### config.mk
export PLATFORM = sky130hd
export DESIGN_NAME = cip_port
export DESIGN_NICKNAME = d
export VERILOG_FILES = /design/src/hdl/cip_pkg.sv /design/src/hdl/cip_port.sv
export SDC_FILE = /design/constraint.sdc
export NUM_CORES = 1
export LEC_CHECK = 0
export BUFFER_PORTS_ARGS = -buffer_cell sky130_fd_sc_hd__buf_2
export CAP_MARGIN = 20
export CORE_UTILIZATION = 59
export CTS_BUF_LIST = sky130_fd_sc_hd__clkbuf_2 sky130_fd_sc_hd__clkbuf_4 sky130_fd_sc_hd__clkbuf_8
export DETAILED_ROUTE_END_ITERATION = 12
export PLACE_DENSITY = 0.83
export SLEW_MARGIN = 20
export SYNTH_ARGS = -nofsm -noshare
export SYNTH_HDL_FRONTEND = slang
export SYNTH_SLANG_ARGS = --single-unit
### constraint.sdc
create_clock -name i_sys_clk -period 3.2 [get_ports i_sys_clk]
set_input_delay 0.32 -clock i_sys_clk [delete_from_list [all_inputs] [get_ports i_sys_clk]]
set_output_delay 0.32 -clock i_sys_clk [all_outputs]
set_load 0.005 [all_outputs]
### src/hdl/cip_pkg.sv
package cip_pkg;

    // pin counts: three 8-pin ports and one 3-pin port
    localparam int PORT_W  = 8;
    localparam int PIN_N   = 27;
    localparam int ICELL_N = 24;
    localparam int CTRL_N  = 16;
    localparam int ADDR_W  = 16;
    localparam int RADDR_W = 5;

    // register index inside a port, address = {port[1:0], reg[2:0]}
    localparam logic [2:0] REG_DIN   = 3'h0;
    localparam logic [2:0] REG_DOUT  = 3'h1;
    localparam logic [2:0] REG_DIR   = 3'h2;
    localparam logic [2:0] REG_CTRL  = 3'h3;
    localparam logic [2:0] REG_MCELL = 3'h4;
    localparam logic [2:0] REG_ICELL = 3'h5;

    // port numbers
    localparam logic [1:0] PORT_A = 2'h0;
    localparam logic [1:0] PORT_B = 2'h1;
    localparam logic [1:0] PORT_C = 2'h2;
    localparam logic [1:0] PORT_D = 2'h3;

    // value read from an unmapped register
    localparam logic [7:0] RD_NONE = 8'h00;

    // whole state of the port block
    typedef struct packed {
        logic [PIN_N-1:0]   dout;
        logic [PIN_N-1:0]   dir;
        logic [CTRL_N-1:0]  ctrl;
        logic [PIN_N-1:0]   pin_s1;
        logic [PIN_N-1:0]   pin_s2;
        logic               ale_s1;
        logic               ale_s2;
        logic               ale_d;
        logic [ADDR_W-1:0]  adr_s1;
        logic [ADDR_W-1:0]  adr_s2;
        logic [ADDR_W-1:0]  lat_adr;
        logic [ICELL_N-1:0] icell;
        logic [5:0]         term_d;
        logic [PIN_N-1:0]   pin_out;
        logic [PIN_N-1:0]   pin_oe;
        logic [7:0]         rdata;
    } cip_state_s;

    // reset: all pins inputs, registers cleared
    localparam cip_state_s ST_RST = '0;

endpackage

### src/hdl/cip_port.sv
// Function
// - four ports: three eight pins, one three
// - every pin configured on its own
// - output source from configuration and control bits
// - sources: data-out, latched address, macrocell, chip-select
// - readback returns exactly one source per read
// - readback: data-out, macrocell, direction, control, pin
// - driver enabled by drive term OR direction
// - no term, not logic output: direction alone
// - host writes registers and reads them back
// - input cells: latch, edge register or pass
// - cell enable from address strobe or term
// - cell outputs feed logic and host readback
// - fixed modes set by programming, not runtime
// - other modes changed by host register writes
// - an assigned pin serves one function only
// - control bit zero selects host I/O mode
// - host I/O: drive data-out, read pin level
// - address out needs term or direction+control
module cip_port #(
    parameter logic [26:0] CFG_LOGIC_OUT  = 27'h0,  // pin driven by a macrocell
    parameter logic [26:0] CFG_EXT_CS     = 27'h0,  // pin driven by a chip-select
    parameter logic [26:0] CFG_OE_DEF     = 27'h0,  // pin has a drive-enable term
    parameter logic [23:0] ICELL_LATCH    = 24'h0,  // input cell is a latch
    parameter logic [23:0] ICELL_REG      = 24'h0,  // input cell is an edge register
    parameter logic [5:0]  ICELL_TERM_SEL = 6'h0,   // nibble enable from term, else strobe
    parameter logic        PORTB_ADR_HIGH = 1'b0    // port B drives address bits 15..8
) (
    // clock and reset
    input  wire logic        i_sys_clk,
    input  wire logic        i_resetn,
    // register port
    input  wire logic [4:0]  i_reg_addr,
    input  wire logic [7:0]  i_reg_wdata,
    input  wire logic        i_reg_wr,
    input  wire logic        i_reg_rd,
    output logic      [7:0]  o_reg_rdata,
    // host address bus and its strobe, asynchronous pins
    input  wire logic [15:0] i_host_addr,
    input  wire logic        i_address_latch_strobe,
    // logic array terms, same clock
    input  wire logic [26:0] i_mcell,
    input  wire logic [26:0] i_ext_cs,
    input  wire logic [26:0] i_oe_term,
    input  wire logic [5:0]  i_icell_term,
    // input cells towards the logic array
    output logic      [23:0] o_icell,
    // port pins
    input  wire logic [7:0]  i_pin_a,
    output logic      [7:0]  o_pin_a,
    output logic      [7:0]  o_pin_a_oe,
    input  wire logic [7:0]  i_pin_b,
    output logic      [7:0]  o_pin_b,
    output logic      [7:0]  o_pin_b_oe,
    input  wire logic [7:0]  i_pin_c,
    output logic      [7:0]  o_pin_c,
    output logic      [7:0]  o_pin_c_oe,
    input  wire logic [2:0]  i_pin_d,
    output logic      [2:0]  o_pin_d,
    output logic      [2:0]  o_pin_d_oe
);

    cip_pkg::cip_state_s st;
    cip_pkg::cip_state_s next_st;

    logic [1:0]  reg_port;
    logic [2:0]  reg_sel;
    logic [26:0] pins_in;
    logic [26:0] ctrl_ext;

    // picks one 8-bit port slice out of a flat pin vector
    function automatic logic [7:0] cip_slice(input logic [31:0] v, input logic [1:0] p);
        logic [31:0] s;
        s = v >> {p, 3'b000};
        return s[7:0];
    endfunction

    // address split and flattened pins
    assign reg_port = i_reg_addr[4:3];
    assign reg_sel  = i_reg_addr[2:0];
    assign pins_in  = {i_pin_d, i_pin_c, i_pin_b, i_pin_a};
    assign ctrl_ext = {11'h000, st.ctrl};  // ports C and D have no control bits

    // next-state logic of the whole block
    always_comb
    begin
        logic       wsel;
        logic       adrbit;
        logic       src;
        logic       en;
        logic       en_prev;
        logic       icin;
        logic [7:0] rd;
        wsel    = 1'b0;
        adrbit  = 1'b0;
        src     = 1'b0;
        en      = 1'b0;
        en_prev = 1'b0;
        icin    = 1'b0;
        rd      = cip_pkg::RD_NONE;
        next_st = st;

        // two-stage synchronisers for pins, address and strobe
        next_st.pin_s1 = pins_in;
        next_st.pin_s2 = st.pin_s1;
        next_st.adr_s1 = i_host_addr;
        next_st.adr_s2 = st.adr_s1;
        next_st.ale_s1 = i_address_latch_strobe;
        next_st.ale_s2 = st.ale_s1;
        next_st.ale_d  = st.ale_s2;
        next_st.term_d = i_icell_term;

        // address follows the bus while strobe is high, holds after
        if (st.ale_s2)
        begin
            next_st.lat_adr = st.adr_s2;
        end

        // per-pin register writes
        for (int i = 0; i < cip_pkg::PIN_N; i++)
        begin
            wsel = i_reg_wr && (reg_port == 2'(i / 8));
            if (wsel && reg_sel == cip_pkg::REG_DOUT)
            begin
                next_st.dout[i] = i_reg_wdata[i % 8];
            end
            if (wsel && reg_sel == cip_pkg::REG_DIR)
            begin
                next_st.dir[i] = i_reg_wdata[i % 8];
            end
            if (wsel && reg_sel == cip_pkg::REG_CTRL && i < cip_pkg::CTRL_N)
            begin
                next_st.ctrl[i] = i_reg_wdata[i % 8];
            end
        end

        // output source and driver enable per pin
        for (int i = 0; i < cip_pkg::PIN_N; i++)
        begin
            if (i >= 8 && i < 16 && PORTB_ADR_HIGH)
            begin
                adrbit = st.lat_adr[8 + (i % 8)];
            end
            else
            begin
                adrbit = st.lat_adr[i % 8];
            end
            // fixed functions take priority so a pin has one source
            if (CFG_LOGIC_OUT[i])
            begin
                src = i_mcell[i];
            end
            else if (CFG_EXT_CS[i])
            begin
                src = i_ext_cs[i];
            end
            else if (ctrl_ext[i])
            begin
                src = adrbit;
            end
            else
            begin
                src = st.dout[i];
            end
            next_st.pin_out[i] = src;
            // term OR direction; undefined-term logic outputs always drive
            next_st.pin_oe[i] = (CFG_OE_DEF[i] & i_oe_term[i]) | st.dir[i]
                              | (CFG_LOGIC_OUT[i] & ~CFG_OE_DEF[i]);
        end

        // input cells on ports A, B and C, one enable per nibble
        for (int i = 0; i < cip_pkg::ICELL_N; i++)
        begin
            en      = ICELL_TERM_SEL[i / 4] ? i_icell_term[i / 4] : st.ale_s2;
            en_prev = ICELL_TERM_SEL[i / 4] ? st.term_d[i / 4] : st.ale_d;
            icin    = st.pin_s2[i];
            if (ICELL_LATCH[i])
            begin
                next_st.icell[i] = en ? icin : st.icell[i];
            end
            else if (ICELL_REG[i])
            begin
                next_st.icell[i] = (en && !en_prev) ? icin : st.icell[i];
            end
            else
            begin
                next_st.icell[i] = icin;
            end
        end

        // readback selector: one source onto the data bus per read
        if (i_reg_rd)
        begin
            case (reg_sel)
                cip_pkg::REG_DIN:   rd = cip_slice({5'h00, st.pin_s2}, reg_port);
                cip_pkg::REG_DOUT:  rd = cip_slice({5'h00, st.dout}, reg_port);
                cip_pkg::REG_DIR:   rd = cip_slice({5'h00, st.dir}, reg_port);
                cip_pkg::REG_CTRL:  rd = cip_slice({16'h0000, st.ctrl}, reg_port);
                cip_pkg::REG_MCELL: rd = cip_slice({5'h00, i_mcell}, reg_port);
                cip_pkg::REG_ICELL: rd = cip_slice({8'h00, st.icell}, reg_port);
                default:            rd = cip_pkg::RD_NONE;
            endcase
        end
        next_st.rdata = rd;
    end

    // state register
    always_ff @(posedge i_sys_clk or negedge i_resetn)
    begin
        if (!i_resetn)
        begin
            st <= cip_pkg::ST_RST;
        end
        else
        begin
            st <= next_st;
        end
    end

    // outputs straight from the state register
    assign o_reg_rdata = st.rdata;
    assign o_icell     = st.icell;
    assign o_pin_a     = st.pin_out[7:0];
    assign o_pin_a_oe  = st.pin_oe[7:0];
    assign o_pin_b     = st.pin_out[15:8];
    assign o_pin_b_oe  = st.pin_oe[15:8];
    assign o_pin_c     = st.pin_out[23:16];
    assign o_pin_c_oe  = st.pin_oe[23:16];
    assign o_pin_d     = st.pin_out[26:24];
    assign o_pin_d_oe  = st.pin_oe[26:24];
endmodule
==> impl_metrics.tcl <==
set metrics [dict create \
    core-area_um2 15300 \
    drtIter0Drc 481 \
    track_usage_pct 29.3 \
    dp_hpwl_um 15100 \
    syn_area_um2 9300 \
    fin_crit_sh_pct 62.3 \
    path_buf_inv 2 \
    crit_end "o_reg_rdata[0]$_DFF_PN0_" \
    critical-path-top-delay-family "buffers and inverters" \
    rr_worst_depth 4 \
    yosysMostFrequentCell "dfrtp_1" \
    drt_first_pass_iters 5 \
    end_kind "register" \
    crit_arrival_ps 2390 \
    synth-async-reset-ratio_pct 100 \
    rsz0062_at_grt "false" \
    fp.dieH_um 128 \
    syn_nets 820 \
    clockRootBuffer "clkbuf_8" \
    synth_edf_count 0 \
    htree_num_levels 2 \
    wire_per_inst_um 21.7 \
    peakVddDrop_uv 523 \
    p_leak_nw 5.23 \
    yosys.area.top_type_share_pct 63.5 \
    routed_via_density 5.74 \
    grt_remaining_overflow 0 \
    ant_nets 0 \
    critPathMaxStageDelay_ps 630 \
    initial_core_util_pct 60.7 \
    synth.area.top_cells "dfrtp_1 (63%), mux2_2 (12%), buf_4 (7.3%)" \
    hold_violations 0 \
    path_cells "buf_2 > inv_2 > nor3_2 > a221o_1 > nor2_1 > a2111oi_0" \
    synth_common_cells "dfrtp_1 (236), mux2_2 (96), buf_4 (91)" \
    fin_area_um2 10900 \
    synthFlopType "dfrtp_1" \
    vias 6000 \
    drc 0 \
    tns_ps 0 \
    avgSynthCellArea_um2 13.8 \
    finalMaxSlewViolations 0 \
    rows 45 \
    gp_congestion 0.919 \
    netlist_instances 672 \
    cts_tree "yes" \
    final_nets 960 \
    drv_cap 0 \
    yosysWarnings 0 \
    r2r-start "ctrl_ext[14]$_DFFE_PN0P_" \
    antenna_cells 0 \
    crit_start "i_reg_addr[1]" \
    grt_first_pass_wirelength_um 35000 \
    clockBufferDepth 3 \
    pin_count 234 \
    clock-sinks 236 \
    grt_max_degree 113 \
    fmax_ghz 0.501 \
    drive_gt1_share_pct 42.3 \
    grt_pass1_vias 6371 \
    cts_buffers 37 \
    cp_max_fo 23 \
    syn_to_final_growth_pct 17.0 \
    wl_um 22700 \
    port_buffers 165 \
    clk_pin_slew_ps 60 \
    worstMarginPinSlew_ps 840 \
    required_ps 3590 \
    ys_ff_latch 236 \
    cts_setup_buffers 0 \
    cellPowerDensity_nw_per_um2 665 \
    r2r-end "o_reg_rdata[6]$_DFF_PN0_" \
    ys_types 57 \
    hold_path.class "input port to register" \
    synth_seq_area_share_pct 63.5 \
    r2r_slack_ps 1760 \
    fp.dieW_um 128 \
    worstSetupStartpointType "input port" \
    setup_viol 0 \
    synth_top_area_cell "dfrtp_1" \
    fin_skew_ps 21.3 \
    relSlewSlack_pct 44.0 \
    clk_latency_ps 530 \
    dieArea_um2 16300 \
    placed_area_um2 9710 \
    period_needed_ps 1990 \
    slowest_stage "nor3_2" \
    antenna_found_initial 0 \
    path_depth 6 \
    outcome "completed" \
    path_class "input port to register" \
]
layer usage:
metal	vias to the layer above	global-route usage [%]	share of wire, %
met3	72	7.08	8.6
met4	0	13.7	4.0
li1	2565	-	-
met5	-	0	0
met1	3033	38.1	40
met2	330	46.9	48
metrics by stage:
stage	hold WS (ps)	setup WS (ps)	util (%)	power, mW	cells
6_report	163	1210	71.1	7.24	1045
5_1_grt	147	1150	71.1	7.53	1045
4_1_cts	137	1330	71.1	7.28	1045
3_5_place_dp	335	795	63.4	4.50	947
3_3_place_gp	332	848	63.4	4.46	947
2_1_floorplan	24.4	1470	-	4.26	672
worst min path at each step:
stage | from | end | slack (ps) | cells after the start
6_report | i_reg_wdata[7] | next_st[15]$_DFFE_PN0P_ | 160 | 2
2_1_floorplan | i_resetn | ctrl_ext[0]$_DFFE_PN0P_ | 20 | 0
5_1_grt | i_reg_wdata[7] | next_st[15]$_DFFE_PN0P_ | 150 | 2
4_1_cts | i_reg_wdata[7] | st[247]$_DFFE_PN0P_ | 140 | 2
3_3_place_gp | next_st[112]$_DFF_PN0_ | st[112]$_DFF_PN0_ | 330 | 0
3_5_place_dp | next_st[147]$_DFF_PN0_ | next_st[72]$_DFF_PN0_ | 330 | 0
cell type report:
| cell class | instances | area (um^2) |
|---|---|---|
| Fill cell | 1039 | 4430 |
| Timing Repair Buffer | 217 | 1330 |
| Multi-Input combinational cell | 315 | 2560 |
| Clock buffer | 58 | 742 |
| Sequential cell | 236 | 5910 |
| Clock inverter | 3 | 67.6 |
| Tap cell | 211 | 264 |
| Inverter | 5 | 18.8 |
cell families (layout without fill, tap and decap cells):
group	Yosys count	in the layout	share of synthesized area [%]
flops	236	236	63.5
buf+inv	121	283	9.02
mux	116	116	13.9
compound gates	113	113	8.23
simple gates	86	86	5.34
cell usage in the layout, fill, tap and decap left out, types with 5 or more instances in the layout:
master	instances
nor2b_1	11
a22o_1	5
nand3_1	7
nor2_1	16
a21oi_1	26
nand2_1	22
a22oi_1	10
clkbuf_8	49
a211oi_1	7
mux2i_1	18
dfrtp_1	236
clkbuf_4	9
dlygate4sd3_1	37
o21ai_0	26
buf_4	14
a31oi_1	5
mux2_2	96
buf_2	164
a221oi_1	6
state kept, by name (all words and copies together) (netlist names):
name and flops:
st 35, o_pin_a_oe 8, o_reg_rdata 8, o_pin_b 8
o_icell 24, o_pin_d_oe 3, o_pin_c 8, next_st 99
ctrl_ext 16, o_pin_c_oe 8, o_pin_a 8, o_pin_b_oe 8
o_pin_d 3
report_power, final:
group | switching, mW | internal, mW | leakage (nW)
clock network | 1.11 | 1.62 | 0.422
registers | 0.238 | 3.38 | 2.90
logic | 0.418 | 0.465 | 1.91
what timing repair did:
item	4_1_cts	5_1_grt
endpoints found under the hold margin	142	0
gates resized for setup	0	0
hold buffers	37	0
No activity file was read; power rests on OpenSTA's default activity.
